`config.mk`:
```
export PLATFORM = sky130hd
export DESIGN_NAME = tcb_config_bank
export DESIGN_NICKNAME = d
export VERILOG_FILES = /design/src/rtl/tcb_pkg.sv /design/src/rtl/tcb_config_bank.sv
export SDC_FILE = /design/constraint.sdc
export NUM_CORES = 1
export LEC_CHECK = 0
export BUFFER_PORTS_ARGS = -buffer_cell sky130_fd_sc_hd__buf_4
export CAP_MARGIN = 5
export CORE_UTILIZATION = 53
export DETAILED_ROUTE_END_ITERATION = 12
export PLACE_DENSITY_LB_ADDON = 0.15
export SKIP_LAST_GASP = 1
export SYNTH_ARGS = -nofsm -noshare
export SYNTH_HDL_FRONTEND = slang
export SYNTH_SLANG_ARGS = --single-unit
```
`constraint.sdc`:
```
create_clock -name clock_i -period 5.69 [get_ports clock_i]
set_clock_uncertainty 0.15 [all_clocks]
set_input_delay 0.569 -clock clock_i [delete_from_list [all_inputs] [get_ports clock_i]]
set_output_delay 0.569 -clock clock_i [all_outputs]
set_load 0.005 [all_outputs]
```
`src/rtl/tcb_pkg.sv`:
```
// package of offsets, reset values and carrier types for the timing card config bank
package tcb_pkg;

	// ==========================================================
	// register indices (byte address is four times the index)
	localparam logic [7:0]  IDX_SEC_LOOP_CTRL   = 8'h35;
	localparam logic [7:0]  IDX_COMPOSITE_IN    = 8'h36;
	localparam logic [7:0]  IDX_HOST_IF_STATUS  = 8'h37;
	localparam logic [7:0]  IDX_SYNTH_FAMILY    = 8'h38;
	localparam logic [7:0]  IDX_SYNTH_MULTIPLE  = 8'h39;
	localparam logic [7:0]  IDX_OUTPUT_FORMAT   = 8'h3A;
	localparam logic [7:0]  IDX_LOOP_FILTER     = 8'h3B;

	// ==========================================================
	// reset values; the fixed bits also serve as reserved read-back values
	localparam logic [7:0]  RST_SEC_LOOP_CTRL   = 8'h40;
	localparam logic [7:0]  RST_COMPOSITE_IN    = 8'h02;
	localparam logic [7:0]  RST_SYNTH_FAMILY    = 8'h1F;
	localparam logic [7:0]  RST_SYNTH_MULTIPLE  = 8'h08;
	localparam logic [7:0]  RST_OUTPUT_FORMAT   = 8'hC6;
	localparam logic [7:0]  RST_LOOP_FILTER     = 8'hFB;

	// writable bit masks of each writable register
	localparam logic [7:0]  WM_SEC_LOOP_CTRL    = 8'h1F;
	localparam logic [7:0]  WM_COMPOSITE_IN     = 8'hFF;
	localparam logic [7:0]  WM_SYNTH_FAMILY     = 8'hE0;
	localparam logic [7:0]  WM_SYNTH_MULTIPLE   = 8'hF0;
	localparam logic [7:0]  WM_OUTPUT_FORMAT    = 8'h3F;
	localparam logic [7:0]  WM_LOOP_FILTER      = 8'h8C;

	// ==========================================================
	// field positions
	localparam int          B_OUT89_SRC         = 4;
	localparam int          B_EDGE_SEL          = 7;
	localparam int          B_ERR_COUNT_EN      = 6;
	localparam int          B_VIOL_INVAL        = 5;
	localparam int          B_LOS_INVAL         = 4;
	localparam int          B_IN2_FORMAT        = 3;
	localparam int          B_IN1_FORMAT        = 2;
	localparam int          B_SYNTH2_ALT        = 7;
	localparam int          B_SYNTH2_FAMILY     = 6;
	localparam int          B_SYNTH1_FAMILY     = 5;
	localparam int          B_SYNTH2_MULT       = 6;
	localparam int          B_SYNTH1_MULT       = 4;
	localparam int          B_OUT8_400HZ        = 5;
	localparam int          B_OUT8_8K_DIS       = 4;
	localparam int          B_OUT7_FMT          = 2;
	localparam int          B_OUT6_FMT          = 0;
	localparam int          B_AUTO_BW           = 7;
	localparam int          B_INT_LIMIT         = 3;
	localparam int          B_DET_SEL           = 2;

	// ==========================================================
	// synthesizer base rates and the synthesizer 2 alternate rate, in kHz
	localparam logic [14:0] SYNTH_BASE_1544     = 15'd1544;
	localparam logic [14:0] SYNTH_BASE_2048     = 15'd2048;
	localparam logic [14:0] SYNTH_ALT_KHZ       = 15'd6312;

	// ==========================================================
	// timing
	localparam int          CLK_HZ              = 25_000_000;
	localparam int          ERR_INTERVAL_MS     = 128;
	localparam int          ERR_INTERVAL_CYCLES = (CLK_HZ / 1000) * ERR_INTERVAL_MS;

	// ==========================================================
	// carriers
	typedef struct packed {
		logic bpv_lead;      // leading edge of the violation pulse
		logic next_lead;     // leading edge of the pulse after the violation
		logic period_done;   // end of one 8-bit period
		logic period_broken; // pattern broken in that period
		logic bit_strobe;    // one received bit
		logic bit_zero;      // that bit was a zero
		logic cmos_clk;      // single-ended clock on the ordinary pin
	} tcb_comp_in_type;

	typedef struct packed {
		logic        ref_clk;      // reference clock passed to the loop
		logic        invalid;      // automatic invalidation
		logic        bucket_inc;   // one-cycle leaky bucket increment
	} tcb_comp_out_type;

	typedef struct packed {
		logic [2:0]  size;
		logic        write;
		logic [7:0]  index;
	} tcb_ahb_req_type;

endpackage

```
`src/rtl/tcb_config_bank.sv`:
```
// configuration register bank of the timing card with its decoded controls
// ==========================================================
module tcb_config_bank
	import tcb_pkg::*;
#(
	parameter int ERR_INTERVAL = ERR_INTERVAL_CYCLES
) (
	input  wire logic                  clock_i,
	input  wire logic                  reset_n_i,
	// AHB-Lite slave
	input  wire logic                  hsel_i,
	input  wire logic [31:0]           haddr_i,
	input  wire logic [1:0]            htrans_i,
	input  wire logic                  hwrite_i,
	input  wire logic [2:0]            hsize_i,
	input  wire logic [31:0]           hwdata_i,
	input  wire logic                  hready_i,
	output logic      [31:0]           hrdata_o,
	output logic                       hreadyout_o,
	output logic                       hresp_o,
	// straps
	input  wire logic [2:0]            host_port_strap_i,
	input  wire logic                  rate_family_strap_i,
	input  wire logic                  primary_secondary_strap_i,
	output logic      [2:0]            host_port_control_o,
	// secondary loop reference selection
	input  wire logic [3:0]            secondary_auto_ref_i,
	input  wire logic [14:1]           input_invalid_i,
	output logic      [3:0]            secondary_loop_ref_o,
	output logic                       secondary_forced_o,
	output logic                       secondary_switch_hold_o,
	output logic                       out8_9_from_primary_o,
	// composite inputs 1 and 2
	input  tcb_comp_in_type [1:0]      comp_in_i,
	output tcb_comp_out_type [1:0]     comp_out_o,
	// synthesizers
	output logic      [14:0]           synth1_khz_o,
	output logic      [14:0]           synth2_khz_o,
	// output formats
	output logic                       out8_400hz_en_o,
	output logic                       out8_8khz_en_o,
	output logic                       out6_en_o,
	output logic                       out7_en_o,
	// primary loop
	input  wire logic                  primary_locked_i,
	input  wire logic                  freq_at_limit_i,
	input  wire logic                  test_override_i,
	output logic                       use_acq_bandwidth_o,
	output logic                       integral_freeze_o,
	output logic                       phase_freq_detector_o
);

	// ==========================================================
	// helpers
	function automatic logic [14:0] synth_khz(input logic family, input logic [1:0] mult);
		logic [14:0] base;
		base = family ? SYNTH_BASE_1544 : SYNTH_BASE_2048;
		return 15'(base << mult);
	endfunction

	function automatic logic [7:0] rd_mix(input logic [7:0] stored, input logic [7:0] fixed,
			input logic [7:0] mask);
		return (stored & mask) | (fixed & ~mask);
	endfunction

	// ==========================================================
	// registers
	logic [7:0]      sec_loop_r;
	logic [7:0]      comp_cfg_r;
	logic [7:0]      family_r;
	logic [7:0]      multiple_r;
	logic [7:0]      out_fmt_r;
	logic [7:0]      filter_r;
	logic [2:0]      host_port_control_r;
	logic            strap_taken_r;
	tcb_ahb_req_type req_r;
	logic            wr_pend_r;
	logic [31:0]     hrdata_r;

	// ==========================================================
	// bus slave: zero wait states, always OKAY
	logic            access;
	logic            addr_hit;
	logic [7:0]      acc_index;
	logic [7:0]      rd_byte;
	logic [7:0]      wr_byte;

	assign access      = hsel_i & hready_i & htrans_i[1];
	assign acc_index   = haddr_i[9:2];
	assign addr_hit    = (haddr_i[31:10] == 22'h0) & (haddr_i[1:0] == 2'b00);
	assign hreadyout_o = 1'b1;
	assign hresp_o     = 1'b0;
	assign hrdata_o    = hrdata_r;
	assign wr_byte     = hwdata_i[7:0];

	always_comb begin
		rd_byte = 8'h00;
		if (addr_hit) begin
			unique case (acc_index)
				IDX_SEC_LOOP_CTRL:  rd_byte = rd_mix(sec_loop_r, RST_SEC_LOOP_CTRL,
					WM_SEC_LOOP_CTRL);
				IDX_COMPOSITE_IN:   rd_byte = comp_cfg_r;
				IDX_HOST_IF_STATUS: rd_byte = {5'h00, host_port_strap_i};
				IDX_SYNTH_FAMILY:   rd_byte = rd_mix(family_r, RST_SYNTH_FAMILY,
					WM_SYNTH_FAMILY);
				IDX_SYNTH_MULTIPLE: rd_byte = rd_mix(multiple_r, RST_SYNTH_MULTIPLE,
					WM_SYNTH_MULTIPLE);
				IDX_OUTPUT_FORMAT:  rd_byte = rd_mix(out_fmt_r, RST_OUTPUT_FORMAT,
					WM_OUTPUT_FORMAT);
				IDX_LOOP_FILTER:    rd_byte = rd_mix(filter_r, RST_LOOP_FILTER,
					WM_LOOP_FILTER);
				default:            rd_byte = 8'h00;
			endcase
		end
	end

	always_ff @(posedge clock_i or negedge reset_n_i) begin
		if (!reset_n_i) begin
			req_r     <= '0;
			wr_pend_r <= 1'b0;
		end else begin
			wr_pend_r <= access & hwrite_i & addr_hit;
			if (access) begin
				req_r <= '{size: hsize_i, write: hwrite_i, index: acc_index};
			end
		end
	end

	// read data is captured at the address edge so it stands through the data phase
	always_ff @(posedge clock_i or negedge reset_n_i) begin
		if (!reset_n_i) begin
			hrdata_r <= 32'h0000_0000;
		end else if (access && !hwrite_i) begin
			hrdata_r <= {24'h00_0000, rd_byte};
		end
	end

	// ==========================================================
	// straps: caught on the first edge after release, never by the async reset
	always_ff @(posedge clock_i or negedge reset_n_i) begin
		if (!reset_n_i) begin
			strap_taken_r       <= 1'b0;
			host_port_control_r <= 3'h0;
		end else if (!strap_taken_r) begin
			strap_taken_r       <= 1'b1;
			host_port_control_r <= host_port_strap_i;
		end
	end
	assign host_port_control_o = host_port_control_r;

	// ==========================================================
	// register writes; reserved bits keep their constants through the masks
	logic wr_sec;
	logic wr_comp;
	logic wr_fam;
	logic wr_mult;
	logic wr_fmt;
	logic wr_filt;

	assign wr_sec  = wr_pend_r && req_r.index == IDX_SEC_LOOP_CTRL;
	assign wr_comp = wr_pend_r && req_r.index == IDX_COMPOSITE_IN;
	assign wr_fam  = wr_pend_r && req_r.index == IDX_SYNTH_FAMILY;
	assign wr_mult = wr_pend_r && req_r.index == IDX_SYNTH_MULTIPLE;
	assign wr_fmt  = wr_pend_r && req_r.index == IDX_OUTPUT_FORMAT;
	assign wr_filt = wr_pend_r && req_r.index == IDX_LOOP_FILTER;

	always_ff @(posedge clock_i or negedge reset_n_i) begin
		if (!reset_n_i) begin
			sec_loop_r <= RST_SEC_LOOP_CTRL;
			comp_cfg_r <= RST_COMPOSITE_IN;
			multiple_r <= RST_SYNTH_MULTIPLE;
			out_fmt_r  <= RST_OUTPUT_FORMAT;
			filter_r   <= RST_LOOP_FILTER;
		end else begin
			if (wr_sec)  sec_loop_r <= rd_mix(wr_byte, RST_SEC_LOOP_CTRL, WM_SEC_LOOP_CTRL);
			if (wr_comp) comp_cfg_r <= wr_byte;
			if (wr_mult) multiple_r <= rd_mix(wr_byte, RST_SYNTH_MULTIPLE, WM_SYNTH_MULTIPLE);
			if (wr_fmt)  out_fmt_r  <= rd_mix(wr_byte, RST_OUTPUT_FORMAT, WM_OUTPUT_FORMAT);
			if (wr_filt) filter_r   <= rd_mix(wr_byte, RST_LOOP_FILTER, WM_LOOP_FILTER);
		end
	end

	// family bits load from the strap once, then software owns them
	always_ff @(posedge clock_i or negedge reset_n_i) begin
		if (!reset_n_i) begin
			family_r <= RST_SYNTH_FAMILY;
		end else if (!strap_taken_r) begin
			family_r[B_SYNTH2_FAMILY] <= rate_family_strap_i;
			family_r[B_SYNTH1_FAMILY] <= rate_family_strap_i;
		end else if (wr_fam) begin
			family_r <= rd_mix(wr_byte, RST_SYNTH_FAMILY, WM_SYNTH_FAMILY);
		end
	end

	// ==========================================================
	// secondary loop reference
	logic [3:0] force_code;
	logic       forcing;

	assign force_code = sec_loop_r[3:0];
	assign forcing    = (force_code != 4'h0) && (force_code != 4'hF);

	assign secondary_forced_o      = forcing;
	assign secondary_loop_ref_o    = forcing ? force_code : secondary_auto_ref_i;
	// invalid status still flows from the monitors; only the switch-away is held
	assign secondary_switch_hold_o = forcing && input_invalid_i[force_code];
	assign out8_9_from_primary_o   = sec_loop_r[B_OUT89_SRC];

	// ==========================================================
	// composite inputs
	localparam int IW = $clog2(ERR_INTERVAL + 1);

	logic [IW-1:0] interval_cnt_r;
	logic          interval_end;
	logic [1:0]    irregular_r;
	logic [1:0]    broken_prev_r;
	logic [1:0]    viol_inval_r;
	logic [1:0]    zero_prev_r;
	logic [1:0]    los_inval_r;
	logic [1:0]    bucket_inc_r;
	logic [1:0]    comp_mode;

	assign interval_end = interval_cnt_r == IW'(ERR_INTERVAL - 1);
	assign comp_mode    = ~{comp_cfg_r[B_IN2_FORMAT], comp_cfg_r[B_IN1_FORMAT]};

	always_ff @(posedge clock_i or negedge reset_n_i) begin
		if (!reset_n_i) begin
			interval_cnt_r <= '0;
		end else begin
			interval_cnt_r <= interval_end ? '0 : interval_cnt_r + 1'b1;
		end
	end

	for (genvar g = 0; g < 2; g++) begin : g_comp
		logic err_now;

		assign err_now = comp_mode[g] && comp_in_i[g].period_done && comp_in_i[g].period_broken;

		// an error in the last cycle of an interval opens the next one
		always_ff @(posedge clock_i or negedge reset_n_i) begin
			if (!reset_n_i) begin
				irregular_r[g]  <= 1'b0;
				bucket_inc_r[g] <= 1'b0;
			end else begin
				bucket_inc_r[g] <= interval_end && irregular_r[g];
				if (interval_end) begin
					irregular_r[g] <= err_now && comp_cfg_r[B_ERR_COUNT_EN];
				end else if (err_now && comp_cfg_r[B_ERR_COUNT_EN]) begin
					irregular_r[g] <= 1'b1;
				end
			end
		end

		// invalid stays until a clean period shows the pattern again
		always_ff @(posedge clock_i or negedge reset_n_i) begin
			if (!reset_n_i) begin
				broken_prev_r[g] <= 1'b0;
				viol_inval_r[g]  <= 1'b0;
			end else if (!comp_mode[g] || !comp_cfg_r[B_VIOL_INVAL]) begin
				broken_prev_r[g] <= 1'b0;
				viol_inval_r[g]  <= 1'b0;
			end else if (comp_in_i[g].period_done) begin
				broken_prev_r[g] <= comp_in_i[g].period_broken;
				viol_inval_r[g]  <= comp_in_i[g].period_broken && broken_prev_r[g];
			end
		end

		always_ff @(posedge clock_i or negedge reset_n_i) begin
			if (!reset_n_i) begin
				zero_prev_r[g] <= 1'b0;
				los_inval_r[g] <= 1'b0;
			end else if (!comp_mode[g] || !comp_cfg_r[B_LOS_INVAL]) begin
				zero_prev_r[g] <= 1'b0;
				los_inval_r[g] <= 1'b0;
			end else if (comp_in_i[g].bit_strobe) begin
				zero_prev_r[g] <= comp_in_i[g].bit_zero;
				los_inval_r[g] <= comp_in_i[g].bit_zero && zero_prev_r[g];
			end
		end

		always_comb begin
			comp_out_o[g].ref_clk = comp_cfg_r[B_EDGE_SEL] ? comp_in_i[g].bpv_lead
				: comp_in_i[g].next_lead;
			if (!comp_mode[g]) begin
				comp_out_o[g].ref_clk = comp_in_i[g].cmos_clk;
			end
			comp_out_o[g].invalid    = viol_inval_r[g] | los_inval_r[g];
			comp_out_o[g].bucket_inc = bucket_inc_r[g];
		end
	end

	// ==========================================================
	// synthesizers and output formats
	logic [14:0] synth1_khz_r;
	logic [14:0] synth2_khz_r;

	always_ff @(posedge clock_i or negedge reset_n_i) begin
		if (!reset_n_i) begin
			synth1_khz_r <= SYNTH_BASE_2048;
			synth2_khz_r <= SYNTH_BASE_2048;
		end else begin
			synth1_khz_r <= synth_khz(family_r[B_SYNTH1_FAMILY],
				multiple_r[B_SYNTH1_MULT +: 2]);
			// the alternate rate overrides whatever family and multiple say
			synth2_khz_r <= family_r[B_SYNTH2_ALT] ? SYNTH_ALT_KHZ
				: synth_khz(family_r[B_SYNTH2_FAMILY], multiple_r[B_SYNTH2_MULT +: 2]);
		end
	end
	assign synth1_khz_o = synth1_khz_r;
	assign synth2_khz_o = synth2_khz_r;

	assign out8_400hz_en_o = out_fmt_r[B_OUT8_400HZ];
	assign out8_8khz_en_o  = !out_fmt_r[B_OUT8_8K_DIS];
	assign out6_en_o       = out_fmt_r[B_OUT6_FMT +: 2] != 2'b00;
	assign out7_en_o       = out_fmt_r[B_OUT7_FMT +: 2] != 2'b00;

	// ==========================================================
	// primary loop controls
	assign use_acq_bandwidth_o   = !primary_secondary_strap_i
		|| (filter_r[B_AUTO_BW] && !primary_locked_i);
	assign integral_freeze_o     = filter_r[B_INT_LIMIT] && freq_at_limit_i;
	assign phase_freq_detector_o = filter_r[B_DET_SEL] && !test_override_i;

endmodule

```
* Yosys cells after proc, flatten, opt, wreduce, memory -nomap -nowiden *
Index checks and enable logic that the tools add are counted.
W data, S select, Z words.

operators by class
  $add $sub $neg = 1
  multipliers = 0
  divide/modulo/power cells = 0
  magnitude comparators = 1
  equality and inequality tests = 16
  shifts and indexed selects = 2
  mux-type cells = 35
  bitwise logic cells = 8
  reductions and logical operators = 50

operator list
  operator                 number
  $eq A8 B6 Y1 const B     13
  $pmux W8 S7              1
  $shl A12 B2 Y15          2
  $mux W1                  25
  $logic_and A1 B1 Y1      24
  $mux W12                 2
  $add A22 B1 Y22 const B  1
  $eq A22 B22 Y1 const B   1
  $logic_not A22 Y1        1
  $mux W22                 1
  $reduce_bool A2 Y1       8
  $mux W15                 1
  $logic_not A1 Y1         9
  $mux W8                  1
  $mux W7                  1
  $and A1 B1 Y1            5
  $logic_or A1 B1 Y1       5
  $lt A4 B5 Y1 const B     1
  $bmux W1 S4              1
  $mux W4                  1
  $ne A4 B4 Y1 const B     1
  $reduce_bool A4 Y1       1
  $logic_not A2 Y1         1
  $mux W2                  1
  other kinds (4)          5

word-level totals
  bits in registers = 114
  bits in latches = 0
  memory bits (writable) = 0
  memory bits (read-only) = 0
  bits of input ports = 114
  output and inout bits = 87
  logic and storage cells = 140
  memories = 0

* Logic depth before layout (Yosys ltp) *
Gate-level depths: netlist of run 1.

  depth in word-level cells = 6
  depth in mapped cells = 7

* Worst setup path before layout of run 1 *
No wires, ideal clock.

  path type = input -> output
  from = input input_invalid_i[7] in the netlist's numbering
  to = output secondary_switch_hold_o
  arrival time = 1.473 ns
  required time = 4.971 ns
  path slack = 3.498 ns
  cell stages on the path = 2
  path buffers = 0
  cells stage by stage = mux4_2 -> mux4_2

between the ends
  word-level cells in the longest chain between the ends = 3

ends and longest elaborated chain
  element                        RTL line                source
  start: declaration             tcb_config_bank.sv:28   input wire logic [14:1] input_invalid_i,
  $bmux W1 S4                    tcb_config_bank.sv:206  assign secondary_switch_hold_o = forcing && input_invalid_i[force_code];
  $mux W1 (not written as such)  tcb_config_bank.sv:206
  $logic_and A1 B1 Y1            tcb_config_bank.sv:206
  end: declaration               tcb_config_bank.sv:31   output logic secondary_switch_hold_o,

Every way passes these cells. The select of a mux whose other input is x is not followed.

* Worst setup path in the final report of run 1 *
  from = register sec_loop_r[0]
  to = output secondary_switch_hold_o

between the ends
  word-level cells in the longest chain between the ends = 3
  elaborated cells between the ends (all ways) = 6
  those cells by class = 1 x eq/ne; 2 x mux; 3 x reduce/logical

ends and longest elaborated chain
  element                                                               RTL line                                        source
  start: declaration                                                    tcb_config_bank.sv:68                           logic [7:0] sec_loop_r;
  start signal: assignment                                              tcb_config_bank.sv:175                          if (wr_sec) sec_loop_r <= rd_mix(wr_byte, RST_SEC_LOOP_CTRL, WM_SEC_LOOP_CTRL);
  $bmux W1 S4, or another cell as far along                             tcb_config_bank.sv:206
  $mux W1 (not written as such) or $logic_and A1 B1 Y1 (tied branches)  tcb_config_bank.sv:206, tcb_config_bank.sv:201
  $logic_and A1 B1 Y1 (*)                                               tcb_config_bank.sv:206

Mark *: on every way between the ends. The rest lies on a longest branch, timed or not. The select of a mux whose other input is x is not followed.

==> flow_summary_export.csv, run 1 <==
group,metric,value,unit
run_status,status,"finished clean",
synthesis,yosysWarnings,0,
synthesis,synth-edff-count,0,
clock_tree,cts_root_buf,"clkbuf_8",
timing,min_period,2880,ps
clock_tree,cts_tree,"built",
floorplan,rows,35,
critical_path,path_max_fanout,14,
timing,final.period_utilization,0.507,
routing,totalWireLength,11300,µm
placed_design,dp_hpwl,8420,µm
critical_path,critPathLaunch,"sec_loop_r[0]",
timing,hold_viol_final,0,
critical_path,r2r_cells,5,
critical_path,crit_path_end,"secondary_switch_hold_o",
synthesis,syn_inst,476,
clock_tree,cts_setup_buffers,0,
critical_path,rrSetupSlack,3310,ps
synthesis,synth_seq_cells,104,
synthesis,syn_area,5160,µm²
critical_path,crit_type,"register to output port",
critical_path,end_kind,"output port",
routing,first_pass_iters,5,
layout,fin_nets,727,
layout,area_growth,22.8,%
power_and_ir_drop,p_total,1.47,mW
floorplan,die_area,10100,µm²
clock_tree,worstSkewPairLatency,370,ps
power_and_ir_drop,ir_drop,0.000130,V
synthesis,syn_avg_cell_area,10.8,µm²
routing,drtIter0Drc,144,
routing,post_drt_via_cell_ratio,5.24,
min_path,hold_class,"primary input to async pin",
global_routing,grt_pass1_vias,3745,
placed_design,place_area,6140,µm²
power_and_ir_drop,p_leak,3.07,nW
synthesis,synthArstFlopShare,1.00,
timing,rsz0062_at_grt,"no",
timing,tns,0,ps
routing,routedWlPerCell,15.2,µm
clock_tree,cts_max_path_buffers,2,
clock_tree,cts_resized,0,
clock_tree,htreeDepth,3,
power_and_ir_drop,p_per_area,232,nW/µm²
timing,timing.fmax,0.347,GHz
floorplan,die_y,101,µm
layout,drive_gt1_frac,0.340,
placed_design,gp_congestion,0.860,
clock_tree,cts_hold_buf,0,
layout,final_common_cell,"buf_4",
floorplan,fp.dieW,101,µm
job,maxCapViolations,0,
synthesis,yosys_most_used_dff,"dfrtp_1",
synthesis,yosysSeqAreaShare,0.506,
timing,slew_headroom,0.415,
global_routing,overflow,0,
routing,antenna_left,0,
clock_tree,clock-sinks,104,
critical_path,r2r-end,"comp_cfg_r[3]",
critical_path,startpoint_type,"register",
layout,final_cell_mix,"buf_4 (138), dfrtp_1 (97), conb_1 (36)",
critical_path,crit_required,4970,ps
floorplan,core_area,9330,µm²
timing,setup_violations,0,
routing,vias,3875,
routing,drcViolationCount,0,
global_routing,grt_max_degree,63,
global_routing,antenna_found_initial,0,
clock_tree,cts-buffers-inserted,9,
timing,drv_slew,0,
layout,diodes,0,
clock_tree,path_clk_slew,100,ps
layout,fin_area,6340,µm²
global_routing,grt_pass1_wl,18100,µm
floorplan,start_util,0.554,
timing,max_slew.worst_pin.slew,876,ps
critical_path,critPathArrivalTime,2170,ps
critical_path,r2r_start,"req_r[7]",
placed_design,numPortBuffers,137,
synthesis,synth_cell_types,47,
floorplan,io-pin-count,201,
global_routing,grt.total_usage,0.231,
[where the power goes]
part | internal (mW) | switching [mW] | total (mW)
Combinational | 0.110 | 0.0812 | 0.191
Clock | 0.209 | 0.265 | 0.474
Sequential | 0.775 | 0.0313 | 0.806
[cell families (layout without fill, tap and decap cells)]
group / Yosys count / count (layout) / synth area share
other cells: 2 / 36 / 0.00145
compound gates: 68 / 68 / 0.0797
simple gates: 157 / 157 / 0.157
buf+inv: 66 / 167 / 0.0775
fa+ha+maj: 7 / 7 / 0.0170
mux: 54 / 54 / 0.131
xor+xnor: 18 / 18 / 0.0305
flops: 104 / 104 / 0.506
[worst max-delay path, stage by stage, from the launching register on]
cell and delay [ps]:
dfrtp_1 640, mux4_2 550, mux4_2 460, buf_4 150
[through the flow]
step	worst slack, ps	hold WS [ps]	util	cells
final	2810	12.1	0.680	740
after global routing	2660	49.9	0.680	740
after CTS	2780	27.9	0.680	740
after detailed placement	3010	312	0.658	724
after global placement	3100	303	0.658	724
after floorplan	3500	123	-	510
[sequential cells by signal, indices dropped and copies added, names as in the netlist, 4 cells and up]
name            count
interval_cnt_r     22
synth2_khz_o       11
synth1_khz_o        9
comp_cfg_r          8
hrdata_o            8
req_r               8
out_fmt_r           6
sec_loop_r          5
multiple_r          4
[final cells by class]
cell class	instances	area, µm²
clock inverter	7	77.6
multi-input combinational	340	2280
tap	129	161
clock buffer	9	124
sequential	104	2610
inverter	13	48.8
timing repair buffer	138	1040
fill	769	2990
[layer usage]
metal  track usage  wire, µm
met1         0.302      4870
met4         0.103       270
met5             0         0
met3        0.0437       555
met2         0.377      5560
[synthesized netlist by cell type, types with 2 or more instances]
master	n	area, µm²
or3b_1	3	26.3
and2_1	14	87.6
nand3b_1	4	30.0
ha_1	7	87.6
a31oi_1	2	12.5
buf_6	2	22.5
and3_1	2	12.5
xor2_1	7	61.3
buf_4	36	270
a221oi_1	3	26.3
xnor2_1	11	96.3
a21o_1	4	30.0
conb_1	2	7.51
nand2b_1	14	87.6
mux2_4	13	195
clkbuf_1	12	45.0
buf_2	2	10.0
nand2_1	30	113
nand4_1	5	31.3
nand4b_1	2	17.5
o21ai_0	26	130
a211oi_1	4	30.0
inv_1	13	48.8
nor4_1	11	68.8
or2_2	4	25.0
o31ai_1	3	22.5
mux2_2	27	304
nor2b_1	6	37.5
nor3_1	6	30.0
nor2_1	35	131
dfstp_2	7	184
a21oi_1	18	90.1
dfrtp_1	97	2430
mux4_2	3	67.6
mux2i_1	11	110
nand3_1	19	95.1
[how the worst min path moves through the flow]
| stage | start | endpoint | slack, ps | cells past startpoint |
|---|---|---|---|---|
| 2_1_floorplan | reset_n_i | broken_prev_r[0] | 120 | 0 |
| 3_3_place_gp | interval_cnt_r[0] | interval_cnt_r[0] | 300 | 1 |
| 3_5_place_dp | interval_cnt_r[0] | interval_cnt_r[0] | 310 | 1 |
| 4_1_cts | reset_n_i | interval_cnt_r[16] | 30 | 1 |
| 5_1_grt | reset_n_i | interval_cnt_r[16] | 50 | 1 |
| 6_report | reset_n_i | interval_cnt_r[9] | 10 | 1 |
Note: power is estimated with default switching activity, not from simulation.
==> run 2, diff against run 1 <==
- CORE_UTILIZATION: 53 -> 49
- clock period: 5.69 -> 2.8 ns (I/O delays scaled with it)
==> flow_summary_export.csv, run 2 (same netlist as run 1, synthesis figures left out) <==
group,metric,value,unit
layout,drive_gt1_frac,0.336,
floorplan,die_y,105,µm
routing,first_pass_iters,6,
global_routing,grtUsageMet3,0.0549,
layout,largest_reg_flops,22,
clock_tree,clock-sinks,104,
critical_path,startpoint_type,"register",
timing,max_slew.worst_pin.slew,750,ps
global_routing,busiest_layer,"met2",
placed_design,dp_hpwl,8320,µm
routing,vias,3962,
power_and_ir_drop,p_total,3.08,mW
critical_path,cpPeakStageDelay,630,ps
clock_tree,cts-buffers-inserted,9,
global_routing,grt.total_usage,0.210,
layout,seq_area,2610,µm²
global_routing,overflow,0,
timing,rsz0062_at_grt,"no",
timing,hold_viol_final,0,
floorplan,core_area,10300,µm²
critical_path,crit_family,"multiplexers",
layout,fin_area,6550,µm²
run_status,status,"finished clean",
placed_design,place_area,6200,µm²
floorplan,rows,37,
global_routing,grt_max_degree,57,
critical_path,crit_slowest_cell,"dfrtp_1",
critical_path,critPathArrivalTime,2170,ps
critical_path,path_cells,"mux4_2, mux4_2, buf_4",
clock_tree,cts_root_buf,"clkbuf_8",
clock_tree,cts_max_path_buffers,2,
routing,drtIter0Drc,209,
critical_path,rrSetupSlack,460,ps
power_and_ir_drop,p_per_area,471,nW/µm²
clock_tree,cts_resized,0,
power_and_ir_drop,ir_drop,0.000294,V
power_and_ir_drop,p_leak,3.16,nW
floorplan,die_area,11000,µm²
placed_design,gp_congestion,0.821,
layout,fin_nets,745,
critical_path,crit_required,2370,ps
routing,routedWlPerCell,14.6,µm
critical_path,path_max_fanout,14,
routing,post_drt_via_cell_ratio,5.19,
layout,diodes,0,
timing,min_period,2600,ps
floorplan,io-pin-count,201,
timing,final.period_utilization,0.929,
layout,final_cell_mix,"buf_4 (142), dfrtp_1 (97), conb_1 (36)",
layout,n_fill_cell,836,
critical_path,path_buf_inv,1,
timing,timing.fmax,0.384,GHz
layout,multi_input_area,2280,µm²
layout,final_common_cell,"buf_4",
clock_tree,worstSkewPairLatency,380,ps
min_path,hold_class,"primary input to register",
timing,tns,0,ps
floorplan,start_util,0.502,
global_routing,antenna_found_initial,0,
floorplan,fp.dieW,105,µm
placed_design,numPortBuffers,137,
routing,antenna_left,0,
critical_path,crit_top_cell,"mux4_2",
layout,regMostFlops,"interval_cnt_r",
clock_tree,htreeDepth,3,
timing,slew_headroom,0.500,
clock_tree,path_clk_slew,90,ps
critical_path,crit_type,"register to output port",
critical_path,end_kind,"output port",
global_routing,gr-usage-met2,0.349,
routing,drcViolationCount,0,
job,maxCapViolations,0,
routing,totalWireLength,11200,µm
global_routing,met1_usage,0.275,
timing,drv_slew,0,
timing,setup_violations,0,
global_routing,grt_pass1_vias,3847,
clock_tree,cts_tree,"built",
layout,area_growth,26.8,%
global_routing,grt_pass1_wl,18200,µm
==> run 2: power by group <==
| part | total, mW | internal (mW) | switching [mW] | leakage, nW |
|---|---|---|---|---|
| clock network | 1.03 | 0.547 | 0.488 | 0.112 |
| registers | 1.64 | 1.57 | 0.0649 | 1.30 |
| logic | 0.408 | 0.240 | 0.167 | 1.75 |
==> run 2: routing by layer <==
layer | routed length (µm) | vias up
met5 | 0 | -
met3 | 627 | 15
met4 | 165 | 0
li1 | - | 1874
met1 | 4880 | 1925
met2 | 5520 | 148
==> run 2: area by class of cell <==
type                            count  share of cell area
Clock inverter                      3             0.00994
Inverter                           13             0.00745
Multi-Input combinational cell    340               0.348
Tap cell                          136              0.0260
Timing Repair Buffer              156               0.186
Sequential cell                   104               0.399
Clock buffer                       12              0.0237
==> run 2: what timing repair did <==
action                                 in CTS  in global routing
endpoints found under the hold margin      61                  4
setup endpoints to repair                   0                  0
hold buffers                                9                  4
buffers inserted                            0                  0
==> run 2: per-stage QoR <==
stage          worst slack, ps  utilization  hold slack [ps]  instances
4_1_cts                    158        0.633             1.09        760
3_3_place_gp               500        0.603              226        736
3_5_place_dp               469        0.603              236        736
5_1_grt                   87.0        0.637             1.21        764
2_1_floorplan              767            -             -166        510
6_report                   199        0.637             23.2        764
==> run 2: path summary, 6_finish.rpt <==
path | startpoint | to | cells past startpoint
max | sec_loop_r[0] | secondary_switch_hold_o | 3
min | haddr_i[5] | req_r[3] | 2
max reg2reg | req_r[7] | comp_cfg_r[6] | 5
min reg2reg | interval_cnt_r[0] | interval_cnt_r[0] | 1
max in group asynchronous | reset_n_i | synth1_khz_o[11] | 3
min in group asynchronous | reset_n_i | interval_cnt_r[15] | 2
==> run 3, diff against run 2 <==
--- a/config.mk
+++ b/config.mk
@@ -8,5 +8,5 @@
 export BUFFER_PORTS_ARGS = -buffer_cell sky130_fd_sc_hd__buf_4
 export CAP_MARGIN = 5
-export CORE_UTILIZATION = 49
+export CORE_UTILIZATION = 53
 export DETAILED_ROUTE_END_ITERATION = 12
 export PLACE_DENSITY_LB_ADDON = 0.15
==> constraint.sdc (replaced) <==
create_clock -name clock_i -period 3.3 [get_ports clock_i]
set_clock_uncertainty 0.15 [all_clocks]
set_input_delay 0.165 -clock clock_i [delete_from_list [all_inputs] [get_ports clock_i]]
set_output_delay 0.165 -clock clock_i [all_outputs]
set_load 0.005 [all_outputs]
==> flow_summary_export.csv, run 3 (same netlist as run 1, synthesis figures left out) <==
group,metric,value,unit
run_status,status,"finished clean",
floorplan,fp.dieW,101,µm
critical_path,path_max_fanout,14,
timing,layout_setup_ws,808,ps
floorplan,die_area,10100,µm²
layout,final_cell_mix,"buf_4 (138), dfrtp_1 (97), conb_1 (36)",
critical_path,crit_slowest_cell,"dfrtp_1",
power_and_ir_drop,p_total,2.51,mW
clock_tree,cts_max_path_buffers,2,
timing,min_period,2490,ps
timing,rsz0062_at_grt,"no",
layout,finalNonFillerCells,774,
floorplan,rows,35,
critical_path,cp.depth,3,
layout,multi_input_area,2280,µm²
global_routing,grt.total_usage,0.232,
clock_tree,path_clk_slew,90,ps
layout,fin_nets,761,
power_and_ir_drop,sequentialPowerShare,0.555,
min_path,hold_depth,3,
clock_tree,htreeDepth,3,
routing,routedWlPerCell,14.8,µm
routing,drcViolationCount,0,
layout,fin_area,6680,µm²
timing,hold_viol_final,0,
job,maxCapViolations,0,
clock_tree,clock-sinks,104,
critical_path,path_buf_inv,1,
timing,slew_headroom,0.425,
critical_path,crit_top_cell,"mux4_2",
routing,first_pass_iters,4,
clock_tree,cts_root_buf,"clkbuf_8",
critical_path,crit_family,"multiplexers",
power_and_ir_drop,cellInternalPower,1.89,mW
min_path,hold_class,"primary input to register",
routing,antenna_left,0,
layout,regMostFlops,"interval_cnt_r",
timing,timing.fmax,0.401,GHz
clock_tree,cts_tree,"built",
power_and_ir_drop,netSwitchingPower,0.614,mW
power_and_ir_drop,p_per_area,375,nW/µm²
layout,diodes,0,
global_routing,overflow,0,
floorplan,start_util,0.554,
power_and_ir_drop,p_leak,3.21,nW
layout,area_growth,29.4,%
global_routing,antenna_found_initial,0,
critical_path,path_cells,"mux4_2, mux4_2, buf_4",
power_and_ir_drop,comb_power_share,0.145,
placed_design,place_worst_setup_slack,997,ps
clock_tree,cts_setup_buffers,0,
layout,final_common_cell,"buf_4",
routing,drtIter0Drc,182,
placed_design,dp_hpwl,8480,µm
placed_design,numPortBuffers,137,
routing,totalWireLength,11400,µm
critical_path,critPathArrivalTime,2180,ps
placed_design,gp_congestion,0.834,
global_routing,grt_pass1_vias,3845,
timing,tns,0,ps
floorplan,core_area,9330,µm²
critical_path,cpPeakStageDelay,640,ps
timing,drv_slew,0,
timing,max_slew.worst_pin.slew,861,ps
critical_path,crit_type,"register to output port",
routing,post_drt_via_cell_ratio,5.14,
clock_tree,worstSkewPairLatency,360,ps
critical_path,startpoint_type,"register",
floorplan,die_y,101,µm
timing,final.period_utilization,0.755,
global_routing,grt_pass1_wl,18200,µm
power_and_ir_drop,p_clk_frac,0.300,
power_and_ir_drop,switching_share,0.245,
power_and_ir_drop,ir_drop,0.000229,V
layout,drive_gt1_frac,0.322,
placed_design,dp.cells,725,
clock_tree,cts_resized,0,
layout,largest_reg_flops,22,
clock_tree,cts-buffers-inserted,9,
layout,seq_area,2610,µm²
layout,n_fill_cell,728,
placed_design,place_area,6160,µm²
critical_path,r2r_cells,5,
global_routing,grt_max_degree,54,
clock_tree,cts_hold_buf,33,
floorplan,io-pin-count,201,
critical_path,end_kind,"output port",
routing,vias,3975,
timing,setup_violations,0,
critical_path,crit_required,2980,ps
run 3: cell types whose count changed in the layout (fill, tap and decap cells not counted), sizes merged:
cell | before | now
dlygate4sd3 | 13 | 33
buf | 143 | 139
clkinv | 1 | 2
clkbuf | 12 | 13
bufinv | 2 | 0
clkinvlp | 0 | 1
run 3: worst reg2reg max path: stages, from the launching register on:
cell and delay [ps]:
dfrtp_1 400, nor2_1 100, nand4_1 150, or3b_1 420, or3b_1 600, mux2_4 380
run 3: layout make-up:
class,instances,area share
sequential,104,0.391
multi-input combinational,340,0.341
timing repair buffer,172,0.207
clock buffer,13,0.0253
tap,129,0.0242
inverter,13,0.00730
clock inverter,3,0.00375
run 3: power by group through the flow:
stage / clock network (mW) / registers [mW] / logic [mW]
2_1_floorplan: 0 / 1.39 / 0.181
3_3_place_gp: 0 / 1.41 / 0.326
3_5_place_dp: 0 / 1.42 / 0.335
4_1_cts: 0.778 / 1.39 / 0.365
5_1_grt: 0.822 / 1.40 / 0.400
6_report: 0.752 / 1.39 / 0.363
run 3: metal layers:
layer	track usage	vias up	routed length, µm
met5	0	-	0
met4	0.0736	0	178
met3	0.0423	16	553
met2	0.406	134	5900
met1	0.293	1923	4810
li1	-	1902	-
run 3: final timing paths:
check | slack [ps] | start | to
max | 810 | sec_loop_r[0] | secondary_switch_hold_o
max reg2reg | 990 | req_r[6] | comp_cfg_r[2]
min | 130 | haddr_i[2] | hrdata_o[2]
max in group asynchronous | 2020 | reset_n_i | filter_r[3]
min in group asynchronous | 220 | reset_n_i | interval_cnt_r[18]
min reg2reg | 320 | interval_cnt_r[0] | interval_cnt_r[0]
run 3: stage by stage:
| step | hold WS (ps) | util |
|---|---|---|
| floorplan | -281 | - |
| global placement | 78.3 | 0.660 |
| detailed placement | 84.3 | 0.660 |
| CTS | 93.2 | 0.716 |
| global route | 105 | 0.716 |
| finish | 132 | 0.716 |
